===== config.mk =====
export PLATFORM = sky130hd
export DESIGN_NAME = fhr_top
export DESIGN_NICKNAME = d
export VERILOG_FILES = /design/src/fhr_pkg.sv /design/src/fhr_mode.sv /design/src/fhr_sync.sv /design/src/fhr_top.sv
export SDC_FILE = /design/constraint.sdc
export NUM_CORES = 1
export LEC_CHECK = 0
export ABC_AREA = 1
export BUFFER_PORTS_ARGS = -buffer_cell sky130_fd_sc_hd__buf_2
export CAP_MARGIN = 20
export CELL_PAD_IN_SITES_DETAIL_PLACEMENT = 0
export CELL_PAD_IN_SITES_GLOBAL_PLACEMENT = 2
export CORE_MARGIN = 3
export CORE_UTILIZATION = 27
export DETAILED_ROUTE_END_ITERATION = 16
export MAX_ROUTING_LAYER = met4
export PLACE_DENSITY_LB_ADDON = 0.1
export SETUP_SLACK_MARGIN = 0.15
export SLEW_MARGIN = 20
export SYNTH_ARGS = -nofsm -noshare
export SYNTH_HDL_FRONTEND = slang
export SYNTH_SLANG_ARGS = --single-unit

===== constraint.sdc =====
create_clock -name core_clk_i -period 6.2 [get_ports core_clk_i]
set_clock_uncertainty 0.1 [all_clocks]
set_input_delay 0.31 -clock core_clk_i [delete_from_list [all_inputs] [get_ports core_clk_i]]
set_output_delay 0.31 -clock core_clk_i [all_outputs]
set_load 0.01 [all_outputs]

===== src/fhr_pkg.sv =====
// Purpose: shared constants and types for the floppy host register front end
// Assumes: 8-bit host data, 3-bit register offset within the floppy block
// Notes: offsets are relative to the programmed base address
`default_nettype none
package fhr_pkg;
  localparam int DATA_W = 8;
  localparam int OFS_W = 3;
  localparam int ADDR_W = 16;
  localparam logic [OFS_W-1:0] OFS_STATUS_A = 3'h0;
  localparam logic [OFS_W-1:0] OFS_STATUS_B = 3'h1;
  localparam logic [OFS_W-1:0] OFS_DIG_OUT = 3'h2;
  localparam logic [OFS_W-1:0] OFS_TAPE = 3'h3;
  localparam logic [OFS_W-1:0] OFS_MAIN_RATE = 3'h4;
  localparam logic [OFS_W-1:0] OFS_DATA_FIFO = 3'h5;
  localparam logic [OFS_W-1:0] OFS_RESERVED = 3'h6;
  localparam logic [OFS_W-1:0] OFS_DIN_CFG = 3'h7;
  localparam logic [ADDR_W-1:0] CFG_PORT_LOW = 16'h03F0;
  localparam logic [ADDR_W-1:0] CFG_PORT_HIGH = 16'h0370;
  localparam logic [ADDR_W-1:0] BASE_RESET = 16'h0000;
  localparam logic [DATA_W-1:0] DIG_OUT_RESET = 8'h00;
  localparam logic [DATA_W-1:0] TAPE_RESET = 8'h00;
  localparam logic [DATA_W-1:0] RATE_RESET = 8'h02;
  localparam logic [DATA_W-1:0] CFG_CTRL_RESET = 8'h02;
  localparam logic [DATA_W-1:0] RSVD_READ = 8'hFF;
  localparam logic [DATA_W-1:0] TAPE_NORMAL_MASK = 8'h03;
  localparam int DOR_DMAEN_BIT = 3;
  localparam int DOR_NRESET_BIT = 2;
  localparam int SA_DIR_BIT = 0;
  localparam int SA_WP_BIT = 1;
  localparam int SA_IDX_BIT = 2;
  localparam int SA_HEAD_BIT = 3;
  localparam int SA_TRK_BIT = 4;
  localparam int SA_STEP_BIT = 5;
  localparam int SA_B6_BIT = 6;
  localparam int SA_INT_BIT = 7;

  typedef enum logic [2:0] {
    PERS_FIRST  = 3'b001,
    PERS_SECOND = 3'b010,
    PERS_THIRD  = 3'b100
  } fhr_pers_t;

  typedef struct packed {
    logic head_dir_in;
    logic head_side;
    logic step_out;
    logic dma_request;
    logic floppy_interrupt_out;
  } fhr_core_t;

  typedef struct packed {
    logic write_protect_low;
    logic index_low;
    logic track_zero_low;
    logic second_drive_present_low;
  } fhr_drive_t;
endpackage
`default_nettype wire


===== src/fhr_mode.sv =====
// Purpose: personality and floppy mode selection from configuration bits
// Assumes: configuration bits held in the configuration block
// Notes: pure decode, no state
`default_nettype none
module fhr_mode
  import fhr_pkg::*;
(
  input wire logic ident_bit_i,
  input wire logic recording_select_bit_i,
  input wire logic enh_floppy_bit_i,
  output fhr_pers_t pers_o,
  output logic enhanced_o,
  output logic dmaen_valid_o,
  output logic always_driven_o,
  output logic tc_active_high_o,
  output logic density_active_high_o
);
  always_comb begin
    if (ident_bit_i && recording_select_bit_i) begin
      pers_o = PERS_FIRST;
    end else if (!ident_bit_i && recording_select_bit_i) begin
      pers_o = PERS_SECOND;
    end else begin
      pers_o = PERS_THIRD;
    end
  end
  assign enhanced_o = enh_floppy_bit_i;
  assign dmaen_valid_o = (pers_o != PERS_SECOND);
  assign always_driven_o = (pers_o == PERS_SECOND);
  assign tc_active_high_o = (pers_o != PERS_SECOND);
  assign density_active_high_o = (pers_o == PERS_FIRST);
endmodule
`default_nettype wire


===== src/fhr_sync.sv =====
// Purpose: two-flop synchroniser for a bus of pin levels
// Assumes: inputs asynchronous to core_clk_i
// Notes: first stage read only by second stage
`default_nettype none
module fhr_sync #(
  parameter int W = 4
) (
  input wire logic core_clk_i,
  input wire logic rst_i,
  input wire logic [W-1:0] d_i,
  input wire logic [W-1:0] rst_val_i,
  output logic [W-1:0] q_o
);
  logic [W-1:0] s1_reg;
  logic [W-1:0] s2_reg;
  always_ff @(posedge core_clk_i or posedge rst_i) begin
    if (rst_i) begin
      s1_reg <= '0;
      s2_reg <= '0;
    end else begin
      s1_reg <= d_i;
      s2_reg <= s1_reg;
    end
  end
  assign q_o = s2_reg;
endmodule
`default_nettype wire


===== src/fhr_top.sv =====
// Purpose: host register front end of the floppy controller
// Assumes: host strobes already qualified and synchronous to core_clk_i
// Notes: controller core, status B content and main status come from outside
//
// Notes on behaviour
// - both personality bits high: first set, enable bit honoured, outputs may float
// - identity low, recording high: second set, enable ignored, outputs always driven
// - both bits low: third set, enable honoured, count high, density low
// - enhanced-floppy bit zero gives normal mode; mode only alters tape register
// - offsets 0..6 map status, output control, tape, main/rate, fifo, reserved
// - every host register is eight bits wide
// - transfers accepted by programmed I/O or by DMA acknowledge
// - configuration port at low or high pair, write only
// - block keeps working while configuration state is active
// - first status readable in second and third sets; bus undriven in first
// - second set bit 0 shows direction, one means inward
// - second set bit 1 shows write protect low, follows forced protect
// - second set bit 2 shows index input active low
// - second set bit 3 shows head side, one selects side 1
// - second set bit 4 shows track zero active low
// - second set bit 5 shows step output active high
// - second set bit 6 shows second drive present, active low
// - bit 7 shows floppy interrupt output state
// - third set layout: int, request, latched step, track, nhead, index, wp, head_direction_inverted
// - latched step set by step going active, cleared by digital input read or reset
// - third set bit 0 direction low means inward; bit 3 inverted side
`default_nettype none
module fhr_top
  import fhr_pkg::*;
(
  input wire logic core_clk_i,
  input wire logic rst_i,
  input wire logic [ADDR_W-1:0] addr_i,
  input wire logic [DATA_W-1:0] data_i,
  input wire logic rd_i,
  input wire logic wr_i,
  input wire logic dma_ack_i,
  input wire logic cfg_high_pair_i,
  input wire logic cfg_state_i,
  input wire logic [ADDR_W-1:0] base_addr_i,
  input wire logic block_enable_i,
  input wire logic ident_bit_i,
  input wire logic recording_select_bit_i,
  input wire logic enh_floppy_bit_i,
  input wire logic force_wp_i,
  input wire fhr_core_t core_i,
  input wire fhr_drive_t drive_i,
  input wire logic [DATA_W-1:0] status_b_i,
  input wire logic [DATA_W-1:0] main_status_i,
  input wire logic [DATA_W-1:0] fifo_rd_data_i,
  input wire logic [DATA_W-1:0] digital_input_i,
  input wire logic terminal_count_i,
  output logic [DATA_W-1:0] data_o,
  output logic data_oe_n_o,
  output logic cfg_wr_o,
  output logic [DATA_W-1:0] cfg_data_o,
  output logic fifo_rd_o,
  output logic fifo_wr_o,
  output logic [DATA_W-1:0] fifo_wr_data_o,
  output logic [DATA_W-1:0] digital_output_control_o,
  output logic [DATA_W-1:0] tape_drive_control_o,
  output logic [DATA_W-1:0] rate_select_o,
  output logic [DATA_W-1:0] config_control_o,
  output logic soft_reset_o,
  output logic floppy_interrupt_out_o,
  output logic floppy_interrupt_oe_n_o,
  output logic dma_request_o,
  output logic dma_request_oe_n_o,
  output logic terminal_count_o,
  output logic density_select_out_o,
  output logic enhanced_mode_o
);
  fhr_pers_t pers;
  logic enhanced;
  logic dmaen_valid;
  logic always_driven;
  logic tc_active_high;
  logic density_active_high;
  fhr_drive_t drive_s;
  logic hit;
  logic [OFS_W-1:0] ofs;
  logic rd_hit;
  logic wr_hit;
  logic dma_rd;
  logic dma_wr;
  logic step_prev_reg;
  logic step_latch_reg;
  logic [DATA_W-1:0] dig_out_reg;
  logic [DATA_W-1:0] tape_reg;
  logic [DATA_W-1:0] rate_reg;
  logic [DATA_W-1:0] cfg_ctrl_reg;
  logic [DATA_W-1:0] data_reg;
  logic data_oe_n_reg;
  logic [DATA_W-1:0] data_next;
  logic drive_next;
  logic [DATA_W-1:0] sra_second;
  logic [DATA_W-1:0] sra_third;
  logic [DATA_W-1:0] fifo_wr_data_reg;
  logic [DATA_W-1:0] cfg_data_reg;
  logic cfg_wr_reg;
  logic outputs_enabled;
  logic wp_eff_low;

  fhr_mode u_mode (
    .ident_bit_i(ident_bit_i),
    .recording_select_bit_i(recording_select_bit_i),
    .enh_floppy_bit_i(enh_floppy_bit_i),
    .pers_o(pers),
    .enhanced_o(enhanced),
    .dmaen_valid_o(dmaen_valid),
    .always_driven_o(always_driven),
    .tc_active_high_o(tc_active_high),
    .density_active_high_o(density_active_high)
  );

  fhr_sync #(
    .W($bits(fhr_drive_t))
  ) u_sync (
    .core_clk_i(core_clk_i),
    .rst_i(rst_i),
    .d_i(drive_i),
    .rst_val_i('0),
    .q_o(drive_s)
  );

  // block decode; enabled only once the host has set it up
  assign hit = block_enable_i && (addr_i[ADDR_W-1:OFS_W] == base_addr_i[ADDR_W-1:OFS_W]);
  assign ofs = addr_i[OFS_W-1:0];
  // dma cycles reach the data fifo without an address
  assign dma_rd = dma_ack_i && rd_i && dig_out_reg[DOR_DMAEN_BIT] | (dma_ack_i && rd_i && !dmaen_valid);
  assign dma_wr = dma_ack_i && wr_i && (dig_out_reg[DOR_DMAEN_BIT] || !dmaen_valid);
  // decode runs regardless of configuration state
  assign rd_hit = rd_i && hit && !dma_ack_i;
  assign wr_hit = wr_i && hit && !dma_ack_i;

  // configuration port is write only
  always_ff @(posedge core_clk_i or posedge rst_i) begin
    if (rst_i) begin
      cfg_wr_reg <= 1'b0;
      cfg_data_reg <= '0;
    end else begin
      cfg_wr_reg <= wr_i && !dma_ack_i && (addr_i == (cfg_high_pair_i ? CFG_PORT_HIGH : CFG_PORT_LOW));
      if (wr_i && !dma_ack_i) begin
        cfg_data_reg <= data_i;
      end
    end
  end
  assign cfg_wr_o = cfg_wr_reg;
  assign cfg_data_o = cfg_data_reg;

  // writable floppy registers, eight bits each
  always_ff @(posedge core_clk_i or posedge rst_i) begin
    if (rst_i) begin
      dig_out_reg <= DIG_OUT_RESET;
      tape_reg <= TAPE_RESET;
      rate_reg <= RATE_RESET;
      cfg_ctrl_reg <= CFG_CTRL_RESET;
    end else if (wr_hit) begin
      unique case (ofs)
        OFS_DIG_OUT: begin
          dig_out_reg <= data_i;
        end
        OFS_TAPE: begin
          tape_reg <= enhanced ? data_i : (data_i & TAPE_NORMAL_MASK);
        end
        OFS_MAIN_RATE: begin
          rate_reg <= data_i;
        end
        OFS_DIN_CFG: begin
          cfg_ctrl_reg <= data_i;
        end
        default: begin
        end
      endcase
    end
  end

  // fifo strobes from programmed or dma access
  always_ff @(posedge core_clk_i or posedge rst_i) begin
    if (rst_i) begin
      fifo_rd_o <= 1'b0;
      fifo_wr_o <= 1'b0;
      fifo_wr_data_reg <= '0;
    end else begin
      fifo_rd_o <= (rd_hit && ofs == OFS_DATA_FIFO) || dma_rd;
      fifo_wr_o <= (wr_hit && ofs == OFS_DATA_FIFO) || dma_wr;
      if ((wr_hit && ofs == OFS_DATA_FIFO) || dma_wr) begin
        fifo_wr_data_reg <= data_i;
      end
    end
  end
  assign fifo_wr_data_o = fifo_wr_data_reg;

  // latched step for the third personality
  always_ff @(posedge core_clk_i or posedge rst_i) begin
    if (rst_i) begin
      step_prev_reg <= 1'b0;
      step_latch_reg <= 1'b0;
    end else begin
      step_prev_reg <= core_i.step_out;
      if (core_i.step_out && !step_prev_reg) begin
        step_latch_reg <= 1'b1;
      end else if ((rd_hit && ofs == OFS_DIN_CFG) || !dig_out_reg[DOR_NRESET_BIT]) begin
        step_latch_reg <= 1'b0;
      end
    end
  end

  assign wp_eff_low = drive_s.write_protect_low && !force_wp_i;

  always_comb begin
    sra_second = '0;
    sra_second[SA_DIR_BIT] = core_i.head_dir_in;
    sra_second[SA_WP_BIT] = wp_eff_low;
    sra_second[SA_IDX_BIT] = drive_s.index_low;
    sra_second[SA_HEAD_BIT] = core_i.head_side;
    sra_second[SA_TRK_BIT] = drive_s.track_zero_low;
    sra_second[SA_STEP_BIT] = core_i.step_out;
    sra_second[SA_B6_BIT] = drive_s.second_drive_present_low;
    sra_second[SA_INT_BIT] = core_i.floppy_interrupt_out;
  end

  always_comb begin
    sra_third = '0;
    sra_third[SA_DIR_BIT] = !core_i.head_dir_in;
    sra_third[SA_WP_BIT] = !wp_eff_low;
    sra_third[SA_IDX_BIT] = !drive_s.index_low;
    sra_third[SA_HEAD_BIT] = !core_i.head_side;
    sra_third[SA_TRK_BIT] = !drive_s.track_zero_low;
    sra_third[SA_STEP_BIT] = step_latch_reg;
    sra_third[SA_B6_BIT] = core_i.dma_request;
    sra_third[SA_INT_BIT] = core_i.floppy_interrupt_out;
  end

  // read data mux; status reads float in the first personality
  always_comb begin
    data_next = data_reg;
    drive_next = 1'b0;
    if (dma_rd) begin
      data_next = fifo_rd_data_i;
      drive_next = 1'b1;
    end else if (rd_hit) begin
      drive_next = 1'b1;
      unique case (ofs)
        OFS_STATUS_A: begin
          data_next = (pers == PERS_SECOND) ? sra_second : sra_third;
          drive_next = (pers != PERS_FIRST);
        end
        OFS_STATUS_B: begin
          data_next = status_b_i;
          drive_next = (pers != PERS_FIRST);
        end
        OFS_DIG_OUT: begin
          data_next = dig_out_reg;
        end
        OFS_TAPE: begin
          data_next = tape_reg;
        end
        OFS_MAIN_RATE: begin
          data_next = main_status_i;
        end
        OFS_DATA_FIFO: begin
          data_next = fifo_rd_data_i;
        end
        OFS_RESERVED: begin
          data_next = RSVD_READ;
        end
        OFS_DIN_CFG: begin
          data_next = digital_input_i;
        end
        default: begin
        end
      endcase
    end
  end

  always_ff @(posedge core_clk_i or posedge rst_i) begin
    if (rst_i) begin
      data_reg <= '0;
      data_oe_n_reg <= 1'b1;
    end else begin
      data_reg <= data_next;
      data_oe_n_reg <= !drive_next;
    end
  end
  assign data_o = data_reg;
  assign data_oe_n_o = data_oe_n_reg;

  // pin personalities
  assign outputs_enabled = always_driven || dig_out_reg[DOR_DMAEN_BIT];
  assign floppy_interrupt_out_o = core_i.floppy_interrupt_out;
  assign floppy_interrupt_oe_n_o = !outputs_enabled;
  assign dma_request_o = core_i.dma_request;
  assign dma_request_oe_n_o = !outputs_enabled;
  assign terminal_count_o = tc_active_high ? terminal_count_i : !terminal_count_i;
  assign density_select_out_o = density_active_high ? rate_reg[0] : !rate_reg[0];
  assign soft_reset_o = !dig_out_reg[DOR_NRESET_BIT];
  assign enhanced_mode_o = enhanced;
  assign digital_output_control_o = dig_out_reg;
  assign tape_drive_control_o = tape_reg;
  assign rate_select_o = rate_reg;
  assign config_control_o = cfg_ctrl_reg;
endmodule
`default_nettype wire


# Word-level counts from Yosys, hierarchy flattened
# Index checks and enable logic that the tools add are counted.
# word_totals
reg_bits	70
out_inout_bits	68
word_cells	91
inputBits	94
# op_classes
reduce_logical	47
eq_ne	13
n_bitwise	1
muxes	15
# ops
cell	n
case mux 8 bit (8 select lines)	1
two-way mux 8 bit	4
logical AND 1 bit	19
== test 16 x 10 -> 1 bit	1
logical NOT 1 bit	15
== test 13 bit	1
== test 3 bit, second input constant	4
== test 3 x 2 -> 1 bit, second input constant	3
AND reduction 2 bit	4
two-way mux 1 bit	7
two-way mux 7 bit	1
== test 3 x 1 -> 1 bit, second input constant	2
two-way mux 3 bit	2
logical OR 1 bit	5
nonzero test 2 bit	2
logical NOT 3 bit	1
inequality test 3 x 1 -> 1 bit, second input constant	1
inequality test 3 x 2 -> 1 bit, second input constant	1
OR reduction 2 bit	1
bitwise OR 1 bit	1

# Depth between registers and ports, before layout
# Gate-level depths: netlist (run 1).
# logic_depth
ltp_word	11
mapped_depth	11

# By module
# Synthesis (run 1) repeated with hierarchy kept, for this count alone.
# hier_totals
cells_unflattened	530
hier_area_um2	3907.5
# by_module_without_submodules
mod	cells_per_inst	instances	area_each_um2
fhr_top	511	1	3648.5
fhr_sync	9	1	203.9
fhr_mode	10	1	55.1

# Worst setup path before layout (run 1)
# OpenSTA, ideal clock, no wires.
# synth_path
path_type	input to register
start	in addr_i[7]
end	reg dig_out_reg[3] (netlist: digital_output_control_o[3])
stages	6
t_required_ps	5981
n_path_buf	0
setup_time_ps	119
setup_slack_ps	4680
arrival_time_ps	1302
cell_sequence	xnor2_1 -> nand2_1 -> nor3_4 -> nand4_1 -> nand2_1 -> nand2_1
# synth_via
elab_chain_len	5
# synth_lines
item	line	text
from (decl)	fhr_top.sv:33	input wire logic [ADDR_W-1:0] addr_i,
== test 13 bit	fhr_top.sv:127	assign hit = block_enable_i && (addr_i[ADDR_W-1:OFS_W] == base_addr_i[ADDR_W-1:OFS_W]);
logical AND 1 bit	fhr_top.sv:127	
logical AND 1 bit (2 in a row)	fhr_top.sv:134	assign wr_hit = wr_i && hit && !dma_ack_i;
AND reduction 2 bit (no source line)	-	
to (signal assigned)	fhr_top.sv:161	dig_out_reg <= data_i;
to (decl)	fhr_top.sv:88	logic [DATA_W-1:0] dig_out_reg;
# No other way between the ends.
# A chain may end at the register's enable or synchronous reset.

# Worst setup path in the final report (run 1)
# layout_path
start	reg dig_out_reg[3] (netlist: digital_output_control_o[3])
end	reg data_reg[6] (netlist: data_o[6])
# layout_via
elab_chain_len	3
elab_cells_between_ends	4
# layout_lines
item	line	text
bitwise OR 1 bit *	fhr_top.sv:130	assign dma_rd = dma_ack_i && rd_i && dig_out_reg[DOR_DMAEN_BIT] | (dma_ack_i && rd_i && !dmaen_valid);
logical AND 1 bit *	fhr_top.sv:130	
two-way mux 8 bit or nonzero test 2 bit (tied branches)	-	
to (signal assigned)	fhr_top.sv:282	data_reg <= data_next;
to (decl)	fhr_top.sv:92	logic [DATA_W-1:0] data_reg;
# Every way passes the cells marked *; elsewhere a longest branch is shown, timed or not.

==> results of run 1 <==
-- cell usage in the layout (no fill, tap or decap), types with 2 or more instances in the layout --
master / count
dfstp_2: 3
nor2_1: 47
buf_4: 3
dlygate4sd3_1: 5
o21ai_1: 2
xor2_1: 6
nand3_1: 33
xnor2_1: 2
buf_2: 157
clkinvlp_4: 2
clkbuf_16: 9
mux2_2: 8
nand4_1: 38
nor3_1: 3
inv_6: 3
nand2_1: 224
o21ai_0: 11
a21oi_1: 8
dfrtp_1: 67
nand2_2: 2
nor2_2: 2
inv_2: 3
nor2_4: 3
inv_1: 72
-- routing by layer --
| layer | share of wire (%) | track usage [%] | vias to the layer above |
|---|---|---|---|
| met5 | 0 | - | - |
| met4 | 1.5 | 5.56 | 0 |
| met3 | 5.5 | 3.58 | 15 |
| met2 | 44 | 25.6 | 112 |
| met1 | 49 | 25.3 | 1895 |
| li1 | - | - | 2083 |
-- area by class of cell --
type,count,area [µm²]
tap,180,225
timing repair buffer,165,858
inverter,76,285
multi-input combinational,399,1860
clock buffer,9,225
clock inverter,7,80.1
fill,1560,8910
sequential,70,1760
-- logic make-up after synthesis --
| logic type | after synthesis | synth area share (%) |
|---|---|---|
| and+or+nand+nor | 359 | 39.0 |
| buffers and inverters | 94 | 9.87 |
| DFF | 70 | 43.8 |
| AOI/OAI and AO/OA | 24 | 3.34 |
| muxes | 8 | 2.25 |
| xor gates and xnor gates | 8 | 1.75 |
-- stage by stage --
step | util, % | cell area, µm² | hold WS, ns
6_report | 37.2 | 5290 | 0.120
5_1_grt | 37.2 | 5290 | 0.130
4_1_cts | 37.2 | 5290 | 0.113
3_5_place_dp | 34.7 | 4930 | 0.237
3_3_place_gp | 34.7 | 4930 | 0.238
2_1_floorplan | - | 4010 | 0.231
-- critical path, cell delays in order, from the launching register on --
cell and delay, ns:
dfrtp_1 0.45, inv_1 0.14, a21oi_2 0.55, inv_1 0.44, o21ai_0 0.21, nor2_1 0.07, nor2_1 0.08, nand2_1 0.06
nand2_1 0.07
-- power by group through the flow --
stage / clock [mW] / sequential (mW) / combinational [mW]
6_report: 0.531 / 0.506 / 0.212
5_1_grt: 0.564 / 0.510 / 0.241
4_1_cts: 0.548 / 0.507 / 0.217
3_5_place_dp: 0 / 0.515 / 0.214
3_3_place_gp: 0 / 0.513 / 0.213
2_1_floorplan: 0 / 0.527 / 0.0981
-- how the worst min path moves through the flow --
stage,end,depth (start not counted)
after floorplan,u_sync.q_o[0],0
after global routing,cfg_wr_o,3
final,cfg_wr_o,3
after detailed placement,u_sync.q_o[1],0
after global placement,u_sync.q_o[0],0
after CTS,cfg_wr_o,3
==> impl_metrics.py, run 1 <==
metrics = {
    "placement": {
        "placed_cells": 885,
        "io_buffers": 157,
        "gp_congestion": 0.775,
        "dp_slack_ns": 3.69,
        "hpwlAfterDp_mm": 10.8,
    },
    "sta": {
        "layout_min_cycle_time_ns": 2.24,
        "max_freq_mhz": 447,
        "tightest_slew_ns": 0.915,
        "fin_setup_tns_ns": 0,
        "slew_headroom_pct": 39.0,
        "setup_ws_ns": 3.96,
        "fin_crit_sh_pct": 36.1,
        "setup_viol": 0,
        "rsz0062_at_grt": "false",
        "final-max-slew-violation-count": 0,
        "finalHoldViolCount": 0,
    },
    "drt": {
        "num_vias": 4105,
        "routed_wl_mm": 14.1,
        "drtIter0Drc": 277,
        "antenna_left": 0,
        "dr.pass1.iters": 4,
        "wl_per_cell_um": 15.5,
        "drc_errors": 0,
        "vias_per_cell": 4.53,
    },
    "pwr": {
        "power_density_mw_per_mm2": 236,
        "clockPowerShare_pct": 42.5,
        "switchingPower_mw": 0.358,
        "seq_power_share_pct": 40.5,
        "combPwrFrac_pct": 16.9,
        "swShare_pct": 28.7,
        "total_power_mw": 1.25,
        "leakage_nw": 3.17,
        "vdd_drop_max_mv": 0.116,
        "p_int_mw": 0.890,
    },
    "worst_setup_path": {
        "reg2reg_depth": 8,
        "endpoint": "data_o[6]",
        "startpoint_type": "register",
        "crit_fanout": 15,
        "timing.rr.start": "digital_output_control_o[3]",
        "endpoint_kind": "register",
        "timing.reg2reg.setup_slack_ns": 3.96,
        "r2r_end": "data_o[6]",
        "required_ns": 6.37,
        "critPathArrivalTime_ns": 2.41,
        "startpoint": "digital_output_control_o[3]",
        "critical_path_class": "reg2reg",
    },
    "clock_network": {
        "clkSinkCount": 70,
        "clockBufferDepth": 2,
        "clk_latency_ns": 0.34,
        "cts_htree_levels": 3,
        "clk_pin_slew_ns": 0.06,
        "cts_tree": "built",
        "cts-root-buf": "clkbuf_16",
        "cts_hold_buffers": 5,
        "post_cts_buffers": 0,
        "cts_made_buffers": 9,
        "cts_resized": 0,
    },
    "run": {
        "maxCapViolCount": 0,
    },
    "global_route": {
        "antenna_found_initial": 0,
        "gr-total-overflow": 0,
        "grt_pass1_vias": 4066,
        "grt_use_total_pct": 17.8,
        "grt_pass1_wl_mm": 21.9,
        "grt_max_degree": 71,
    },
    "synth": {
        "seq_area_frac_synth_pct": 43.8,
        "avgSynthCellArea_um2": 7.12,
        "synth.area.top_cells": "dfrtp_1 42%, nand2_1 21%, inv_1 6.8%, nand4_1 5.9%, nor2_1 4.4%",
        "synth_fp_nets": 657,
        "synth-edff-count": 0,
        "synthCells": 563,
        "yosys.cell_types.count": 33,
        "ys_ff_latch": 70,
        "synthTopCellsByCount": "224 x nand2_1, 73 x inv_1, 67 x dfrtp_1",
        "synth_area_leader_cell": "dfrtp_1",
        "synth_top_area_share_pct": 41.8,
        "yosysWarnings": 0,
        "ys.flop_type": "dfrtp_1",
        "synth_most_common_cell": "nand2_1",
        "synthArstFlopShare_pct": 100,
        "synth.cell_area_mm2": 0.00401,
    },
    "floorplanning": {
        "die_h_um": 128,
        "die_area_mm2": 0.0163,
        "pin_count": 162,
        "fp.dieW_um": 128,
        "start_util_pct": 28.2,
        "num_rows": 43,
        "core_mm2": 0.0142,
    },
    "outcome": {
        "status": "finished, final reports clean",
    },
    "final_layout": {
        "final_nets": 815,
        "area_growth_pct": 32.0,
        "diodes": 0,
        "layout-drive-gt1-share_pct": 27.8,
        "finalNonFillerCells": 906,
    },
    "min_path": {
        "hold_path_class": "in2reg",
        "worstHoldStart": "cfg_high_pair_i",
    },
}
(Power assumes the default switching activity.)
==> inputs of run 2 (changes only) <==
- CORE_UTILIZATION: 27 -> 23
- clock period: 6.2 -> 1.8 ns (I/O delays scaled with it)
==> run 2 against run 1 <==
  * Final cell count is 8.2% higher
  * Setup slack worse by 3.7 ns
  * Combinational power grew to 3.8 times the previous value
  * Power grew to 3.5 times the previous value
  * Critical path depth is 1 lower
  * First-iteration DRC count is 34% lower
  * Sequential share of layout area is 2.4 points lower
  * Fmax is 50% higher
  * Critical path type unchanged
  * Highest routed layer unchanged
==> impl_metrics.py, run 2 (synthesis results as in run 1) <==
metrics = {
    "outcome": {
        "status": "finished, final reports clean",
    },
    "pwr": {
        "combPwrFrac_pct": 18.5,
        "clockPowerShare_pct": 41.3,
        "leakage_nw": 3.34,
        "p_int_mw": 3.13,
        "switchingPower_mw": 1.20,
        "swShare_pct": 27.7,
        "power_density_mw_per_mm2": 758,
        "vdd_drop_max_mv": 0.375,
        "seq_power_share_pct": 40.2,
    },
    "final_layout": {
        "diodes": 0,
        "layout-drive-gt1-share_pct": 28.4,
        "layout_commonest_cell": "nand2_1",
        "final_cell_area_mm2": 0.00571,
        "final_nets": 850,
        "area_growth_pct": 42.5,
        "final_cell_mix": "224 x nand2_1, 157 x buf_2, 72 x inv_1",
    },
    "global_route": {
        "gr-total-overflow": 0,
        "grt_max_degree": 28,
        "antenna_found_initial": 0,
        "grt_pass1_wl_mm": 23.3,
        "grt_pass1_vias": 4284,
        "grt_use_total_pct": 16.9,
    },
    "worst_setup_path": {
        "crit_fanout": 12,
        "crit_slowest_cell": "dfrtp_2",
        "max_stage_delay_ns": 0.45,
        "critical_path_class": "reg2reg",
        "startpoint_type": "register",
        "crit_family": "buffers and inverters",
        "endpoint_kind": "register",
        "path_cells": "inv_1 -> a21oi_2 -> inv_1 -> buf_4 -> nand2_4 -> nand2_1 -> nand2_1",
        "critPathArrivalTime_ns": 1.61,
        "path_buf_inv": 3,
        "required_ns": 1.92,
    },
    "sta": {
        "setup_viol": 0,
        "tightest_slew_ns": 0.548,
        "finalHoldViolCount": 0,
        "fin_crit_sh_pct": 82.8,
        "max_freq_mhz": 671,
        "rsz0062_at_grt": "false",
        "fin_setup_tns_ns": 0,
        "setup_ws_ns": 0.310,
        "layout_min_cycle_time_ns": 1.49,
        "final-max-slew-violation-count": 0,
        "slew_headroom_pct": 63.4,
    },
    "drt": {
        "routed_wl_mm": 15.3,
        "drc_errors": 0,
        "vias_per_cell": 4.32,
        "wl_per_cell_um": 15.6,
        "num_vias": 4231,
        "antenna_left": 0,
        "dr.pass1.iters": 4,
        "drtIter0Drc": 184,
    },
    "floorplanning": {
        "fp.dieW_um": 138,
        "core_mm2": 0.0168,
        "die_area_mm2": 0.0190,
        "die_h_um": 138,
        "pin_count": 162,
        "start_util_pct": 23.8,
        "num_rows": 47,
    },
    "clock_network": {
        "clk_pin_slew_ns": 0.06,
        "clkSinkCount": 70,
        "clockBufferDepth": 2,
        "post_cts_buffers": 0,
        "cts_made_buffers": 9,
        "cts_htree_levels": 3,
        "clk_latency_ns": 0.34,
        "cts-root-buf": "clkbuf_16",
        "cts_tree": "built",
    },
    "min_path": {
        "hold_path_class": "in2reg",
    },
    "placement": {
        "placed_area_mm2": 0.00516,
        "io_buffers": 157,
        "gp_congestion": 0.792,
        "dp_slack_ns": 0.0543,
        "hpwlAfterDp_mm": 11.9,
    },
    "run": {
        "maxCapViolCount": 0,
    },
}
-- run 2: worst reg2reg max path, cell delays in order (launching register included) --
cell     delay, ns
dfrtp_2       0.45
inv_1         0.17
a21oi_2       0.09
inv_1         0.10
buf_4         0.22
nand2_4       0.12
nand2_1       0.08
nand2_1       0.05
-- run 2: what timing repair did --
item                       4_1_cts  5_1_grt
hold endpoints to repair        54        0
gates resized for setup          0        2
hold buffers                    25        0
setup endpoints to repair        0        9
-- run 2: layer usage --
layer / vias up / track usage, % / routed length, µm
met2: 111 / 25.6 / 7010
met3: 12 / 3.41 / 801
met5: - / - / 0
met4: 0 / 3.62 / 128
met1: 1957 / 23.4 / 7370
li1: 2151 / - / -
-- run 2: power by group through the flow --
stage	registers, mW	clock network, mW	logic [mW]
after detailed placement	1.77	0	0.779
after CTS	1.74	1.85	0.822
after global routing	1.75	1.92	0.900
after floorplan	1.82	0	0.338
after global placement	1.77	0	0.771
final	1.74	1.79	0.800
-- run 2: layout make-up --
type                            count  area (µm²)
Sequential cell                    70        1760
Tap cell                          220         275
Inverter                           76         289
Clock buffer                       11         243
Timing Repair Buffer              200        1230
Fill cell                        1882       11100
Multi-Input combinational cell    399        1870
Clock inverter                      4        47.5
-- run 2: path summary, 6_finish.rpt --
kind | endpoint | cells past startpoint | from | slack, ns
min | cfg_wr_o | 4 | addr_i[12] | 0.003
max | data_o[5] | 7 | digital_output_control_o[3] | 0.31
max reg2reg | data_o[5] | 7 | digital_output_control_o[3] | 0.31
min in group asynchronous | u_sync.s1_reg[3] | 3 | rst_i | 0.25
max in group asynchronous | config_control_o[1] | 4 | rst_i | 0.76
min reg2reg | u_sync.q_o[3] | 0 | u_sync.s1_reg[3] | 0.25
-- run 2: per-stage QoR --
step | hold slack, ns | instances | util [%] | total power, mW
floorplan | 0.0214 | 563 | - | 2.15
global placement | 0.0724 | 940 | 30.7 | 2.54
detailed placement | 0.0766 | 940 | 30.7 | 2.55
CTS | 0.00127 | 980 | 33.9 | 4.41
global route | 0.0252 | 980 | 34.0 | 4.57
finish | 0.00268 | 980 | 34.0 | 4.33
==> inputs of run 3 (changes only) <==
- CORE_UTILIZATION: 23 -> 25
- clock period: 1.8 -> 1.4 ns (I/O delays scaled with it)
==> run 3 against run 2 <==
  * First-iteration DRC count is the same
  * Critical endpoint is now fifo_wr_data_o[3]
  * Design area grew 15%
  * Sequential share of layout area shrank 4.1 points
  * Die area shrank 7.7%
  * Register-to-register slack lost 0.26 ns
  * Critical path depth shrank 1
==> impl_metrics.py, run 3 (synthesis results as in run 1) <==
metrics = {
    "global_route": {
        "antenna_found_initial": 0,
        "grt_use_total_pct": 18.0,
        "gr-total-overflow": 0,
        "grt_max_degree": 36,
        "grt_pass1_vias": 4413,
        "grt_pass1_wl_mm": 24.3,
    },
    "worst_setup_path": {
        "critPathArrivalTime_ns": 1.52,
        "crit_fanout": 8,
        "endpoint_kind": "register",
        "startpoint_type": "register",
        "critical_path_class": "reg2reg",
        "required_ns": 1.57,
    },
    "placement": {
        "io_buffers": 157,
        "gp_congestion": 0.882,
        "hpwlAfterDp_mm": 11.8,
        "placed_area_mm2": 0.00551,
    },
    "drt": {
        "vias_per_cell": 4.43,
        "routed_wl_mm": 15.9,
        "drc_errors": 0,
        "num_vias": 4538,
        "drtIter0Drc": 184,
        "dr.pass1.iters": 4,
        "antenna_left": 0,
        "wl_per_cell_um": 15.5,
    },
    "floorplanning": {
        "pin_count": 162,
        "fp.dieW_um": 133,
        "die_h_um": 133,
        "die_area_mm2": 0.0176,
        "start_util_pct": 26.0,
        "core_mm2": 0.0154,
        "num_rows": 45,
    },
    "sta": {
        "setup_viol": 0,
        "max_freq_mhz": 741,
        "final-max-slew-violation-count": 0,
        "layout_min_cycle_time_ns": 1.35,
        "whs_ns": 0.000652,
        "tightest_slew_ns": 0.547,
        "fin_crit_sh_pct": 96.4,
        "slew_headroom_pct": 63.4,
        "rsz0062_at_grt": "true",
        "finalHoldViolCount": 0,
    },
    "final_layout": {
        "layout-drive-gt1-share_pct": 42.2,
        "fill_cells": 1658,
        "diodes": 0,
        "final_nets": 902,
        "final_core_util_pct": 42.7,
        "final_cell_mix": "185 x nand2_1, 135 x buf_2, 66 x dfrtp_1",
        "area_growth_pct": 64.5,
        "final_cell_area_mm2": 0.00659,
        "layout_commonest_cell": "nand2_1",
    },
    "run": {
        "maxCapViolCount": 0,
    },
    "min_path": {
        "hold_path_class": "in2reg",
    },
    "clock_network": {
        "clockBufferDepth": 2,
        "cts_htree_levels": 3,
        "cts-root-buf": "clkbuf_16",
        "clk_latency_ns": 0.34,
        "clk_pin_slew_ns": 0.06,
        "cts_tree": "built",
        "clkSinkCount": 70,
        "cts_made_buffers": 9,
    },
    "outcome": {
        "status": "finished, final reports clean",
    },
    "pwr": {
        "power_density_mw_per_mm2": 869,
        "leakage_nw": 3.72,
        "total_power_mw": 5.72,
        "vdd_drop_max_mv": 0.449,
    },
}
## run 3: cell count changes in the layout (fill, tap and decap cells not counted), sizes merged
cell,change
nand3,+1
inv,+4
buf,+51
bufinv,-1
nand2,+1
dlygate4sd3,-3
## run 3: path summary, 6_finish.rpt
path	startpoint	endpoint	slack, ns	cells past startpoint
max in group asynchronous	rst_i	tape_drive_control_o[3]	0.44	4
worst min-delay path	addr_i[6]	cfg_wr_o	0.0007	5
worst min register to register	u_sync.s1_reg[0]	u_sync.q_o[0]	0.25	0
worst max register to register	digital_output_control_o[3]	fifo_wr_data_o[3]	0.05	6
worst max-delay path	digital_output_control_o[3]	fifo_wr_data_o[3]	0.05	6
min in group asynchronous	rst_i	config_control_o[2]	0.21	3
## run 3: final cells by class
type / count / area [µm²] / share of cell area, %
Clock buffer: 9 / 225 / 3.42
Clock inverter: 7 / 62.6 / 0.949
Timing Repair Buffer: 250 / 1840 / 27.9
Multi-Input combinational cell: 401 / 2130 / 32.3
Inverter: 76 / 317 / 4.80
Sequential cell: 70 / 1760 / 26.7
Tap cell: 211 / 264 / 4.01
## run 3: power by group
group	total, mW	internal (mW)	switching, mW
sequential	2.25	2.17	0.0859
clock	2.24	1.24	1.00
combinational	1.23	0.575	0.655
total	5.72	3.98	1.74
## run 3: routing by layer
layer	wire [µm]	GRT usage, %	up-vias
li1	-	-	2274
met1	7700	24.9	2113
met2	7190	27.3	129
met3	742	3.08	22
met4	261	4.85	0
met5	0	-	-
## run 3: critical path, cell delays in order, from the launching register on
cell	delay, ns
dfrtp_2	0.42
buf_4	0.14
o211ai_4	0.21
buf_12	0.16
buf_4	0.11
nand3_1	0.07
nand2_1	0.06
## run 3: timing repair
| item | CTS | global route |
|---|---|---|
| hold buffers | 22 | 0 |
| setup endpoints to repair | 19 | 56 |
| endpoints found under the hold margin | 74 | 0 |
| buffers inserted | 1 | 9 |
| pin swaps | 3 | 53 |
| cloned | 0 | 5 |
| gates resized for setup | 11 | 118 |
## run 3: per-stage QoR
stage	cells	TNS, ns	setup WS [ns]
4_1_cts	1010	0	0.0746
3_3_place_gp	971	-5.40	-0.241
3_5_place_dp	971	-6.02	-0.252
5_1_grt	1024	-0.0121	-0.00489
6_report	1024	0	0.0504
2_1_floorplan	563	0	0.138
